`src/hw/ccaa_consts.vh`:
```
`ifndef CCAA_CONSTS_VH
`define CCAA_CONSTS_VH

// Register offsets
`define CCAA_ADDR_W 6
`define CCAA_OFS_STATE 6'h01
`define CCAA_OFS_CTRL 6'h08
`define CCAA_OFS_THRES 6'h09

// Field positions
`define CCAA_STATE_DONE_BIT 7
`define CCAA_STATE_IDLE_BIT 6
`define CCAA_CTRL_REQ_BIT 7
`define CCAA_CTRL_MODE_HI 6
`define CCAA_CTRL_MODE_LO 5
`define CCAA_THRES_HI 4
`define CCAA_THRES_LO 0

// Reset values
`define CCAA_CTRL_RESET 8'h2b
`define CCAA_THRES_RESET 8'hc7

// Assessment modes
`define CCAA_MODE_OR 2'h0
`define CCAA_MODE_ENERGY 2'h1
`define CCAA_MODE_CARRIER 2'h2
`define CCAA_MODE_AND 2'h3

// Signal floor in dBm; a signal strength code of 1 stands at this level
`define CCAA_FLOOR_DBM (-91)

// Timing
`define CCAA_CLK_MHZ 100
`define CCAA_MEAS_TIME_US 128
`define CCAA_RESULT_TIME_US 140
`define CCAA_MEAS_CYCLES (`CCAA_MEAS_TIME_US * `CCAA_CLK_MHZ)
`define CCAA_RESULT_CYCLES (`CCAA_RESULT_TIME_US * `CCAA_CLK_MHZ)

`endif

```
`src/hw/ccaa_energy_win.v`:
```
`timescale 1ns/100ps
`include "ccaa_consts.vh"

module ccaa_energy_win #(
   parameter WIN_CYCLES = `CCAA_MEAS_CYCLES,
   parameter CNT_W = 16,
   parameter NUM_W = 8
) (
   // Clock and reset
   input wire ref_clk,
   input wire rstn,
   // Control
   input wire start,
   input wire [4:0] thres_field,
   // Signal strength samples
   input wire rssi_strobe,
   input wire [4:0] rssi_value,
   // Result
   output reg running,
   output reg done,
   output reg above
);

reg [CNT_W-1:0] cnt_reg;
reg [NUM_W+4:0] sum_reg;
reg [NUM_W-1:0] num_reg;
wire [NUM_W+7:0] lhs;
wire [NUM_W+7:0] rhs;
wire [NUM_W+7:0] coef;
wire last;

// Mean power above floor is 3*(avg-1) dB; compare against 2*thres without dividing
assign lhs = {3'h0, sum_reg} + {2'h0, sum_reg, 1'b0};
// Coefficient 2*thres+3: the +3 puts the floor at code 1, kept at full width
assign coef = {{(NUM_W+2){1'b0}}, thres_field, 1'b1} + {{(NUM_W+6){1'b0}}, 2'b10};
assign rhs = coef * {8'h00, num_reg};
assign last = (cnt_reg == WIN_CYCLES - 1);

// Window counter and accumulator; a start while running restarts the window
always @(posedge ref_clk or negedge rstn)
begin
   if (!rstn)
   begin
      cnt_reg <= {CNT_W{1'b0}};
      sum_reg <= {(NUM_W+5){1'b0}};
      num_reg <= {NUM_W{1'b0}};
      running <= 1'b0;
      done <= 1'b0;
      above <= 1'b0;
   end
   else
   begin
      done <= 1'b0;
      if (start)
      begin
         cnt_reg <= {CNT_W{1'b0}};
         sum_reg <= {(NUM_W+5){1'b0}};
         num_reg <= {NUM_W{1'b0}};
         running <= 1'b1;
      end
      else if (running)
      begin
         cnt_reg <= cnt_reg + 1'b1;
         if (rssi_strobe && !last)
         begin
            sum_reg <= sum_reg + {{NUM_W{1'b0}}, rssi_value};
            num_reg <= num_reg + 1'b1;
         end
         if (last)
         begin
            running <= 1'b0;
            done <= 1'b1;
            above <= (num_reg != {NUM_W{1'b0}}) && (lhs > rhs);
         end
      end
   end
end

endmodule // ccaa_energy_win

```
`src/hw/ccaa_regs.v`:
```
`timescale 1ns/100ps
`include "ccaa_consts.vh"

module ccaa_regs (
   // Clock and reset
   input wire ref_clk,
   input wire rstn,
   // Register port
   input wire reg_wr,
   input wire reg_rd,
   input wire [5:0] reg_addr,
   input wire [7:0] reg_wdata,
   output reg [7:0] reg_rdata,
   // Status in
   input wire done_flag,
   input wire idle_flag,
   input wire [4:0] trx_state_code,
   // Controls out
   output wire req_pulse,
   output wire [1:0] req_mode,
   output wire [1:0] mode_field,
   output wire [4:0] thres_field
);

reg [6:0] ctrl_reg;
reg [7:0] thres_reg;
wire wr_ctrl;
localparam [7:0] CTRL_RST = `CCAA_CTRL_RESET;

assign wr_ctrl = reg_wr && (reg_addr == `CCAA_OFS_CTRL);
// Request bit is never stored, so it always reads back as zero
assign req_pulse = wr_ctrl && reg_wdata[`CCAA_CTRL_REQ_BIT];
assign req_mode = reg_wdata[`CCAA_CTRL_MODE_HI:`CCAA_CTRL_MODE_LO];
assign mode_field = ctrl_reg[`CCAA_CTRL_MODE_HI:`CCAA_CTRL_MODE_LO];
assign thres_field = thres_reg[`CCAA_THRES_HI:`CCAA_THRES_LO];

// Writable registers
always @(posedge ref_clk or negedge rstn)
begin
   if (!rstn)
   begin
      ctrl_reg <= CTRL_RST[6:0];
      thres_reg <= `CCAA_THRES_RESET;
   end
   else
   begin
      if (wr_ctrl)
         ctrl_reg <= reg_wdata[6:0];
      if (reg_wr && (reg_addr == `CCAA_OFS_THRES))
         thres_reg <= reg_wdata;
   end
end

// Read data registered on the read strobe; unmapped offsets read zero
always @(posedge ref_clk or negedge rstn)
begin
   if (!rstn)
      reg_rdata <= 8'h00;
   else if (reg_rd)
   begin
      case (reg_addr)
         `CCAA_OFS_STATE: reg_rdata <= {done_flag, idle_flag, 1'b0, trx_state_code};
         `CCAA_OFS_CTRL: reg_rdata <= {1'b0, ctrl_reg};
         `CCAA_OFS_THRES: reg_rdata <= thres_reg;
         default: reg_rdata <= 8'h00;
      endcase
   end
end

endmodule // ccaa_regs

```
`src/hw/ccaa_clear_channel.v`:
```
// What this block does
// - Mode 1 reports busy when measured energy exceeds the threshold.
// - Mode 2 reports busy only when a compliant carrier is detected.
// - Mode 0 ORs carrier and energy results; mode 3 ANDs them.
// - Writing the request bit in a basic receive state starts an assessment.
// - In listening state, result appears 140 us after request, 128 us window.
// - Every manual assessment ends with the shared measurement-done interrupt.
// - Threshold is floor plus twice the threshold field, in dBm.
// - A request clears the complete and idle flags at once.
// - Finish sets complete; idle is set only if the mode's busy condition was not met.
// - Carrier sense reports busy on compliant signals above the floor.
// - Request outside basic receive state: interrupt and complete, no measurement.
// - Frame-state request during energy window, modes 1, 3, 0: early interrupt, second at finish.
// - Frame state, modes 1, 3, 0: finish at window end, else at once.
// - Frame state, mode 2: result is available immediately.
// - One automatic 8-symbol energy window per frame after sync header.
// - Preamble detect disable keeps listening state; host should assess there.
// - Complete flag is bit 7 of the transceiver state register.
// - Signal floor for threshold and carrier comparisons is -91 dBm.
// - Idle flag is bit 6 of transceiver state; 1 means idle.
// - Request is bit 7 of control and self-clears; mode is bits 6:5.
// - Threshold field is bits 4:0 of the threshold register.
`timescale 1ns/100ps
`include "ccaa_consts.vh"

module ccaa_clear_channel #(
   parameter MEAS_CYCLES = `CCAA_MEAS_CYCLES,
   parameter RESULT_CYCLES = `CCAA_RESULT_CYCLES,
   parameter CNT_W = 16
) (
   // Clock and reset
   input wire ref_clk,
   input wire rstn,
   // Register port from the serial interface
   input wire reg_wr,
   input wire reg_rd,
   input wire [5:0] reg_addr,
   input wire [7:0] reg_wdata,
   output wire [7:0] reg_rdata,
   // Transceiver state
   input wire [4:0] trx_state_code,
   input wire rx_listen,
   input wire rx_frame,
   input wire ext_mode,
   input wire preamble_detect_disable_bit,
   // Receiver observations
   input wire rssi_strobe,
   input wire [4:0] rssi_value,
   input wire carrier_detect,
   input wire shr_detect,
   // Shared measurement-done interrupt
   input wire ed_done_evt,
   output wire measurement_done_interrupt,
   // Status outputs
   output wire assessment_complete_flag,
   output wire channel_idle_flag,
   output wire assess_active
);

// One-hot states
localparam [2:0] ST_IDLE = 3'b001;
localparam [2:0] ST_LISTEN = 3'b010;
localparam [2:0] ST_WAIT_AUTO = 3'b100;

// Sequencer state, captured mode and result counter
reg [2:0] state_reg;
reg [2:0] state_next;
reg [1:0] mode_reg;
reg [1:0] mode_next;
reg [CNT_W-1:0] res_cnt_reg;
reg [CNT_W-1:0] res_cnt_next;

// Carrier seen during the current assessment
reg cs_seen_reg;
reg cs_seen_next;

// Status flags and the registered interrupt pulse
reg done_reg;
reg done_next;
reg idle_reg;
reg idle_next;
reg irq_reg;

// Automatic window bookkeeping
reg auto_armed_reg;
reg auto_above_reg;

// One-cycle events decoded by the sequencer
reg fin;
reg fin_idle;
reg early_irq;
reg man_start;

// Register file outputs
wire req_pulse;
wire [1:0] req_mode;
wire [1:0] mode_field;
wire [4:0] thres_field;

// Request qualification and window status
wire basic_rx;
wire req_accept;
wire auto_start;
wire auto_running;
wire auto_done;
wire auto_above;
wire man_running;
wire man_done;
wire man_above;
wire in_window;
wire res_last;

// Mode combine: returns 1 for a busy channel
function busy_of;
   input [1:0] mode;
   input cs;
   input en;
   begin
      case (mode)
         `CCAA_MODE_OR: busy_of = cs | en;
         `CCAA_MODE_ENERGY: busy_of = en;
         `CCAA_MODE_CARRIER: busy_of = cs;
         `CCAA_MODE_AND: busy_of = cs & en;
         default: busy_of = 1'b1;
      endcase
   end
endfunction

// Register file
ccaa_regs u_regs (
   .ref_clk(ref_clk),
   .rstn(rstn),
   .reg_wr(reg_wr),
   .reg_rd(reg_rd),
   .reg_addr(reg_addr),
   .reg_wdata(reg_wdata),
   .reg_rdata(reg_rdata),
   .done_flag(done_reg),
   .idle_flag(idle_reg),
   .trx_state_code(trx_state_code),
   .req_pulse(req_pulse),
   .req_mode(req_mode),
   .mode_field(mode_field),
   .thres_field(thres_field)
);

// Manual energy window used in listening state
ccaa_energy_win #(
   .WIN_CYCLES(MEAS_CYCLES),
   .CNT_W(CNT_W),
   .NUM_W(8)
) u_man_win (
   .ref_clk(ref_clk),
   .rstn(rstn),
   .start(man_start),
   .thres_field(thres_field),
   .rssi_strobe(rssi_strobe),
   .rssi_value(rssi_value),
   .running(man_running),
   .done(man_done),
   .above(man_above)
);

// Automatic energy window started by a sync header
ccaa_energy_win #(
   .WIN_CYCLES(MEAS_CYCLES),
   .CNT_W(CNT_W),
   .NUM_W(8)
) u_auto_win (
   .ref_clk(ref_clk),
   .rstn(rstn),
   .start(auto_start),
   .thres_field(thres_field),
   .rssi_strobe(rssi_strobe),
   .rssi_value(rssi_value),
   .running(auto_running),
   .done(auto_done),
   .above(auto_above)
);

// Basic-mode receive states only; extended mode counts as outside
assign basic_rx = (rx_listen | rx_frame) & ~ext_mode;
// A request while one is running is dropped, keeping the captured mode intact
assign req_accept = req_pulse && (state_reg == ST_IDLE);
// With preamble detection off no frame can start, so no automatic window
assign auto_start = shr_detect & auto_armed_reg & ~preamble_detect_disable_bit;
assign in_window = (res_cnt_reg < MEAS_CYCLES);
assign res_last = (res_cnt_reg == RESULT_CYCLES - 1);

// Automatic window bookkeeping: armed between frames, one window per frame
always @(posedge ref_clk or negedge rstn)
begin
   if (!rstn)
   begin
      auto_armed_reg <= 1'b1;
      auto_above_reg <= 1'b0;
   end
   else
   begin
      if (auto_start)
         auto_armed_reg <= 1'b0;
      else if (!rx_frame)
         auto_armed_reg <= 1'b1;
      if (auto_done)
         auto_above_reg <= auto_above;
   end
end

// Sequencer next-state logic
always @*
begin
   state_next = state_reg;
   mode_next = mode_reg;
   res_cnt_next = res_cnt_reg;
   cs_seen_next = cs_seen_reg;
   fin = 1'b0;
   fin_idle = 1'b0;
   early_irq = 1'b0;
   man_start = 1'b0;
   case (state_reg)
      ST_IDLE:
      begin
         if (req_accept)
         begin
            mode_next = req_mode;
            if (!basic_rx)
            begin
               // No measurement; complete set, idle left cleared
               fin = 1'b1;
               fin_idle = 1'b0;
            end
            else if (rx_listen)
            begin
               // Full window followed by processing delay
               state_next = ST_LISTEN;
               man_start = 1'b1;
               res_cnt_next = {CNT_W{1'b0}};
               cs_seen_next = carrier_detect;
            end
            else if (req_mode == `CCAA_MODE_CARRIER)
            begin
               fin = 1'b1;
               fin_idle = ~carrier_detect;
            end
            else if (auto_running)
            begin
               // Result waits for the frame's energy window to close
               state_next = ST_WAIT_AUTO;
               early_irq = 1'b1;
               // Carrier history restarts so an older assessment cannot leak in
               cs_seen_next = carrier_detect;
            end
            else
            begin
               fin = 1'b1;
               fin_idle = ~busy_of(req_mode, carrier_detect, auto_above_reg);
            end
         end
      end
      ST_LISTEN:
      begin
         res_cnt_next = res_cnt_reg + 1'b1;
         // Carrier only counts inside the energy window, not the processing tail
         if (in_window && carrier_detect)
            cs_seen_next = 1'b1;
         if (res_last)
         begin
            state_next = ST_IDLE;
            fin = 1'b1;
            fin_idle = ~busy_of(mode_reg, cs_seen_reg, man_above);
         end
      end
      ST_WAIT_AUTO:
      begin
         // Carrier is gathered until the frame's window closes
         if (carrier_detect)
            cs_seen_next = 1'b1;
         if (auto_done)
         begin
            state_next = ST_IDLE;
            fin = 1'b1;
            fin_idle = ~busy_of(mode_reg, cs_seen_reg | carrier_detect, auto_above);
         end
      end
      default:
      begin
         // Illegal codes fall back to idle; flags keep their last value
         state_next = ST_IDLE;
      end
   endcase
end

// Flag next values: a finish in the same cycle as a clear wins
always @*
begin
   done_next = done_reg;
   idle_next = idle_reg;
   if (req_accept)
   begin
      done_next = 1'b0;
      idle_next = 1'b0;
   end
   if (fin)
   begin
      done_next = 1'b1;
      idle_next = fin_idle;
   end
end

// Sequencer and flag registers
always @(posedge ref_clk or negedge rstn)
begin
   if (!rstn)
   begin
      state_reg <= ST_IDLE;
      mode_reg <= `CCAA_MODE_ENERGY;
      res_cnt_reg <= {CNT_W{1'b0}};
      cs_seen_reg <= 1'b0;
      done_reg <= 1'b0;
      idle_reg <= 1'b0;
      irq_reg <= 1'b0;
   end
   else
   begin
      state_reg <= state_next;
      mode_reg <= mode_next;
      res_cnt_reg <= res_cnt_next;
      cs_seen_reg <= cs_seen_next;
      done_reg <= done_next;
      idle_reg <= idle_next;
      // Interrupt is shared with manual energy measurements
      irq_reg <= fin | early_irq | ed_done_evt;
   end
end

// Outputs
assign measurement_done_interrupt = irq_reg;
assign assessment_complete_flag = done_reg;
assign channel_idle_flag = idle_reg;
assign assess_active = (state_reg != ST_IDLE);

endmodule // ccaa_clear_channel

```
`config.mk`:
```
export PLATFORM = sky130hd
export DESIGN_NAME = ccaa_clear_channel
export DESIGN_NICKNAME = d
export VERILOG_FILES = /design/src/hw/ccaa_energy_win.v /design/src/hw/ccaa_regs.v /design/src/hw/ccaa_clear_channel.v
export VERILOG_INCLUDE_DIRS = /design/src /design/src/hw
export SDC_FILE = /design/constraint.sdc
export NUM_CORES = 1
export LEC_CHECK = 0
export ABC_AREA = 1
export CAP_MARGIN = 20
export CORE_ASPECT_RATIO = 1.2
export CORE_MARGIN = 2
export CORE_UTILIZATION = 40
export CTS_CLUSTER_SIZE = 24
export DETAILED_ROUTE_END_ITERATION = 7
export DONT_BUFFER_PORTS = 1
export HOLD_SLACK_MARGIN = 0.12
export PLACE_DENSITY = 0.64
export SKIP_LAST_GASP = 1
export SYNTH_ARGS = -nofsm -noshare
export SYNTH_HDL_FRONTEND = slang
export SYNTH_SLANG_ARGS = --single-unit
```
`constraint.sdc`:
```
create_clock -name ref_clk -period 7.6 [get_ports ref_clk]
set_input_delay 0.76 -clock ref_clk [delete_from_list [all_inputs] [get_ports ref_clk]]
set_output_delay 0.76 -clock ref_clk [all_outputs]
set_load 0.1 [all_outputs]
```
==> impl_metrics.yaml <==
die:
  die_w_um: 166
  initial_core_util_pct: 40.3
  coreArea_mm2: 0.0312
  rows: 71
  ios: 48
  die_h_um: 198
  die_area_mm2: 0.0329
worst_setup_path:
  required_ns: 7.93
  cpPeakStageDelay_ns: 0.75
  cp-start-kind: "flip-flop"
  crit_family: "adder cells"
  path_class: "reg -> reg"
  worstSetupEndpointType: "flip-flop"
  slowest_stage: "dfstp_2"
  path_common_cell: "nand2_1"
  cp.buffers_inverters: 6
  crit_arrival_ns: 6.82
  critPathMaxFanout: 17
detailed_routing:
  drt-total-wl_mm: 31.5
  ant_nets: 0
  firstDrtPassIters: 5
  wl_per_cell_um: 15.4
  vias_per_cell: 5.22
  drcViolationCount: 0
  drt_iter0_drc: 455
  num_vias: 10700
logic_synthesis:
  synth_compound_area_share_pct: 11.6
  syn-cell-area_mm2: 0.0126
  synth_seq_cells: 129
  synth_top_family_by_area: "simple AND/OR/NAND/NOR gates"
  synth-main-ff-cell: "dfrtp_1"
  synth.area.mux_share_pct: 0.796
  ys.warnings.count: 0
  synth_simple_gate_area_share_pct: 24.5
  async_flop_share_pct: 100
  synth_edf_count: 0
  postSynthCellCount: 1640
  syn_avg_cell_area_um2: 7.67
  yosys.area_share.xor_xnor_pct: 4.46
  yosysSeqAreaShare_pct: 25.8
  synth.distinct_cells: 55
  synth_fa_ha_area_share_pct: 24.3
  synth.net_count: 1883
timing:
  rsz0062_at_grt: "no"
  slew_violations: 0
  setup_tns_ns: 0
  slew_headroom_pct: 29.1
  timing.final.crit_share_pct: 85.4
  setup_ws_ns: 1.11
  timing.final.crit_period_ns: 6.49
  clock_skew_ns: 0.00866
  hold_violations: 0
  fmax_mhz: 154
  setup_violations: 0
  tightest_slew_ns: 1.06
clock_tree:
  cts.clk_slew.worst_paths_ns: 0.06
  clockBufferDepth: 2
  cts_setup_buffers: 0
  cts_made_buffers: 17
  cts_sinks: 129
  post_cts_resized: 0
  worstSkewPairLatency_ns: 0.44
  cts_tree: "built"
  htree_num_levels: 4
  cts-root-buf: "clkbuf_16"
layout:
  drive_gt1_share_pct: 5.77
  layout_common_cells: "323 x nand2_1, 239 x inv_1, 151 x nor2_1"
  seq_area_mm2: 0.00324
  instances_no_fill: 2052
  layout.nets: 1877
  nFillCells: 3109
  syn2layout_area_growth_pct: 7.90
  multiInputGateArea_mm2: 0.00825
  layout_commonest_cell: "nand2_1"
pwr:
  power_density_mw_per_mm2: 415
  peakVddDrop_v: 0.000262
  p_leak_nw: 6.99
grt:
  antenna_found_initial: 2
  grt_overflow: 0
  use_met2_pct: 36.2
  grt_pass1_vias: 10900
  grtUsageTotal_pct: 19.8
  grt_pass1_wl_mm: 53.0
  use_met3_pct: 3.60
  grt_busiest_layer: "met2"
  met1_usage_pct: 23.4
  grt_max_degree: 118
outcome:
  status: "finished, final reports clean"
placement:
  dp_slack_ns: 1.15
  gp_congestion: 0.894
  place_inst: 2015
  portBuffers: 0
  place_hpwl_mm: 24.9
flow_run:
  drv_cap: 0
worst_hold_path:
  hold_path_class: "in -> async"
cell usage after synthesis (5+ instances only):
cell        n  area [um^2]
inv_2       8         30.0
o21ai_0    83          415
o221ai_1    5         43.8
nor4_1      6         37.5
dfstp_2    12          315
o21ai_1    19         95.1
xnor2_1    19          166
a31oi_1     5         31.3
mux2_2      8         90.1
a21oi_1    94          470
nand3b_1   10         75.1
buf_2       8         40.0
inv_1     239          897
nor3_1     29          145
or2_2      18          113
nand2_1   323         1210
a21o_1     11         82.6
nor2_1    151          567
clkbuf_1   16         60.1
fa_1       62         1240
dfrtp_1   117         2930
o21a_1      5         37.5
ha_1      145         1810
xor2_1     45          394
nand3_1    93          465
o21bai_1    6         45.0
o31ai_1     8         60.1
nand4_1    43          269
layer usage:
layer / wire [um] / up-vias
met1: 13600 / 5041
li1: - / 5411
met5: 0 / -
met3: 1460 / 41
met4: 768 / 0
met2: 15800 / 218
report_power, final:
part / internal, mW / switching [mW] / total, mW
Sequential: 0.868 / 0.283 / 1.15
Clock: 0.482 / 0.335 / 0.816
Combinational: 1.46 / 2.21 / 3.67
Total: 2.81 / 2.82 / 5.64
cells by family after synthesis:
family          Yosys count
simple gates            694
buf+inv                 279
compound gates          258
fa+ha+maj               207
flops                   129
xor+xnor                 64
mux                       9
repair_timing:
| action | 4_1_cts | 5_1_grt |
|---|---|---|
| hold buffers | 1 | 0 |
| endpoints found under the setup margin | 0 | 0 |
| endpoints found under the hold margin | 117 | 0 |
through the flow:
stage	utilization, %	hold WS, ns	power [mW]	cell area (um^2)
6_report	43.5	0.174	5.64	13600
5_1_grt	43.5	0.152	6.29	13600
4_1_cts	43.5	0.154	5.68	13600
3_5_place_dp	41.6	0.462	4.81	13000
3_3_place_gp	41.6	0.454	4.72	13000
2_1_floorplan	-	0.443	4.01	12600
worst paths after layout:
check,slack [ns],start,end,cells past startpoint
worst min register to register,0.47,auto_armed_reg,auto_armed_reg,2
worst min-delay path,0.17,rstn,u_regs.thres_reg[7],0
worst max-delay path,1.11,u_regs.thres_reg[0],u_auto_win.above,28
worst max register to register,1.11,u_regs.thres_reg[0],u_auto_win.above,28
max in group asynchronous,6.79,rstn,u_auto_win.num_reg[2],1
min in group ref_clk,0.37,rx_frame,auto_armed_reg,1
final cells by class:
type                            instances  share of cell area [%]
Inverter                              251                    6.94
Clock buffer                           19                    3.19
Tap cell                              401                    3.70
Clock inverter                         13                    1.03
Multi-Input combinational cell       1232                    60.8
Antenna cell                            4                  0.0738
Sequential cell                       129                    23.9
Timing Repair Buffer                    3                   0.314
No activity file was read; power rests on OpenSTA's default activity.
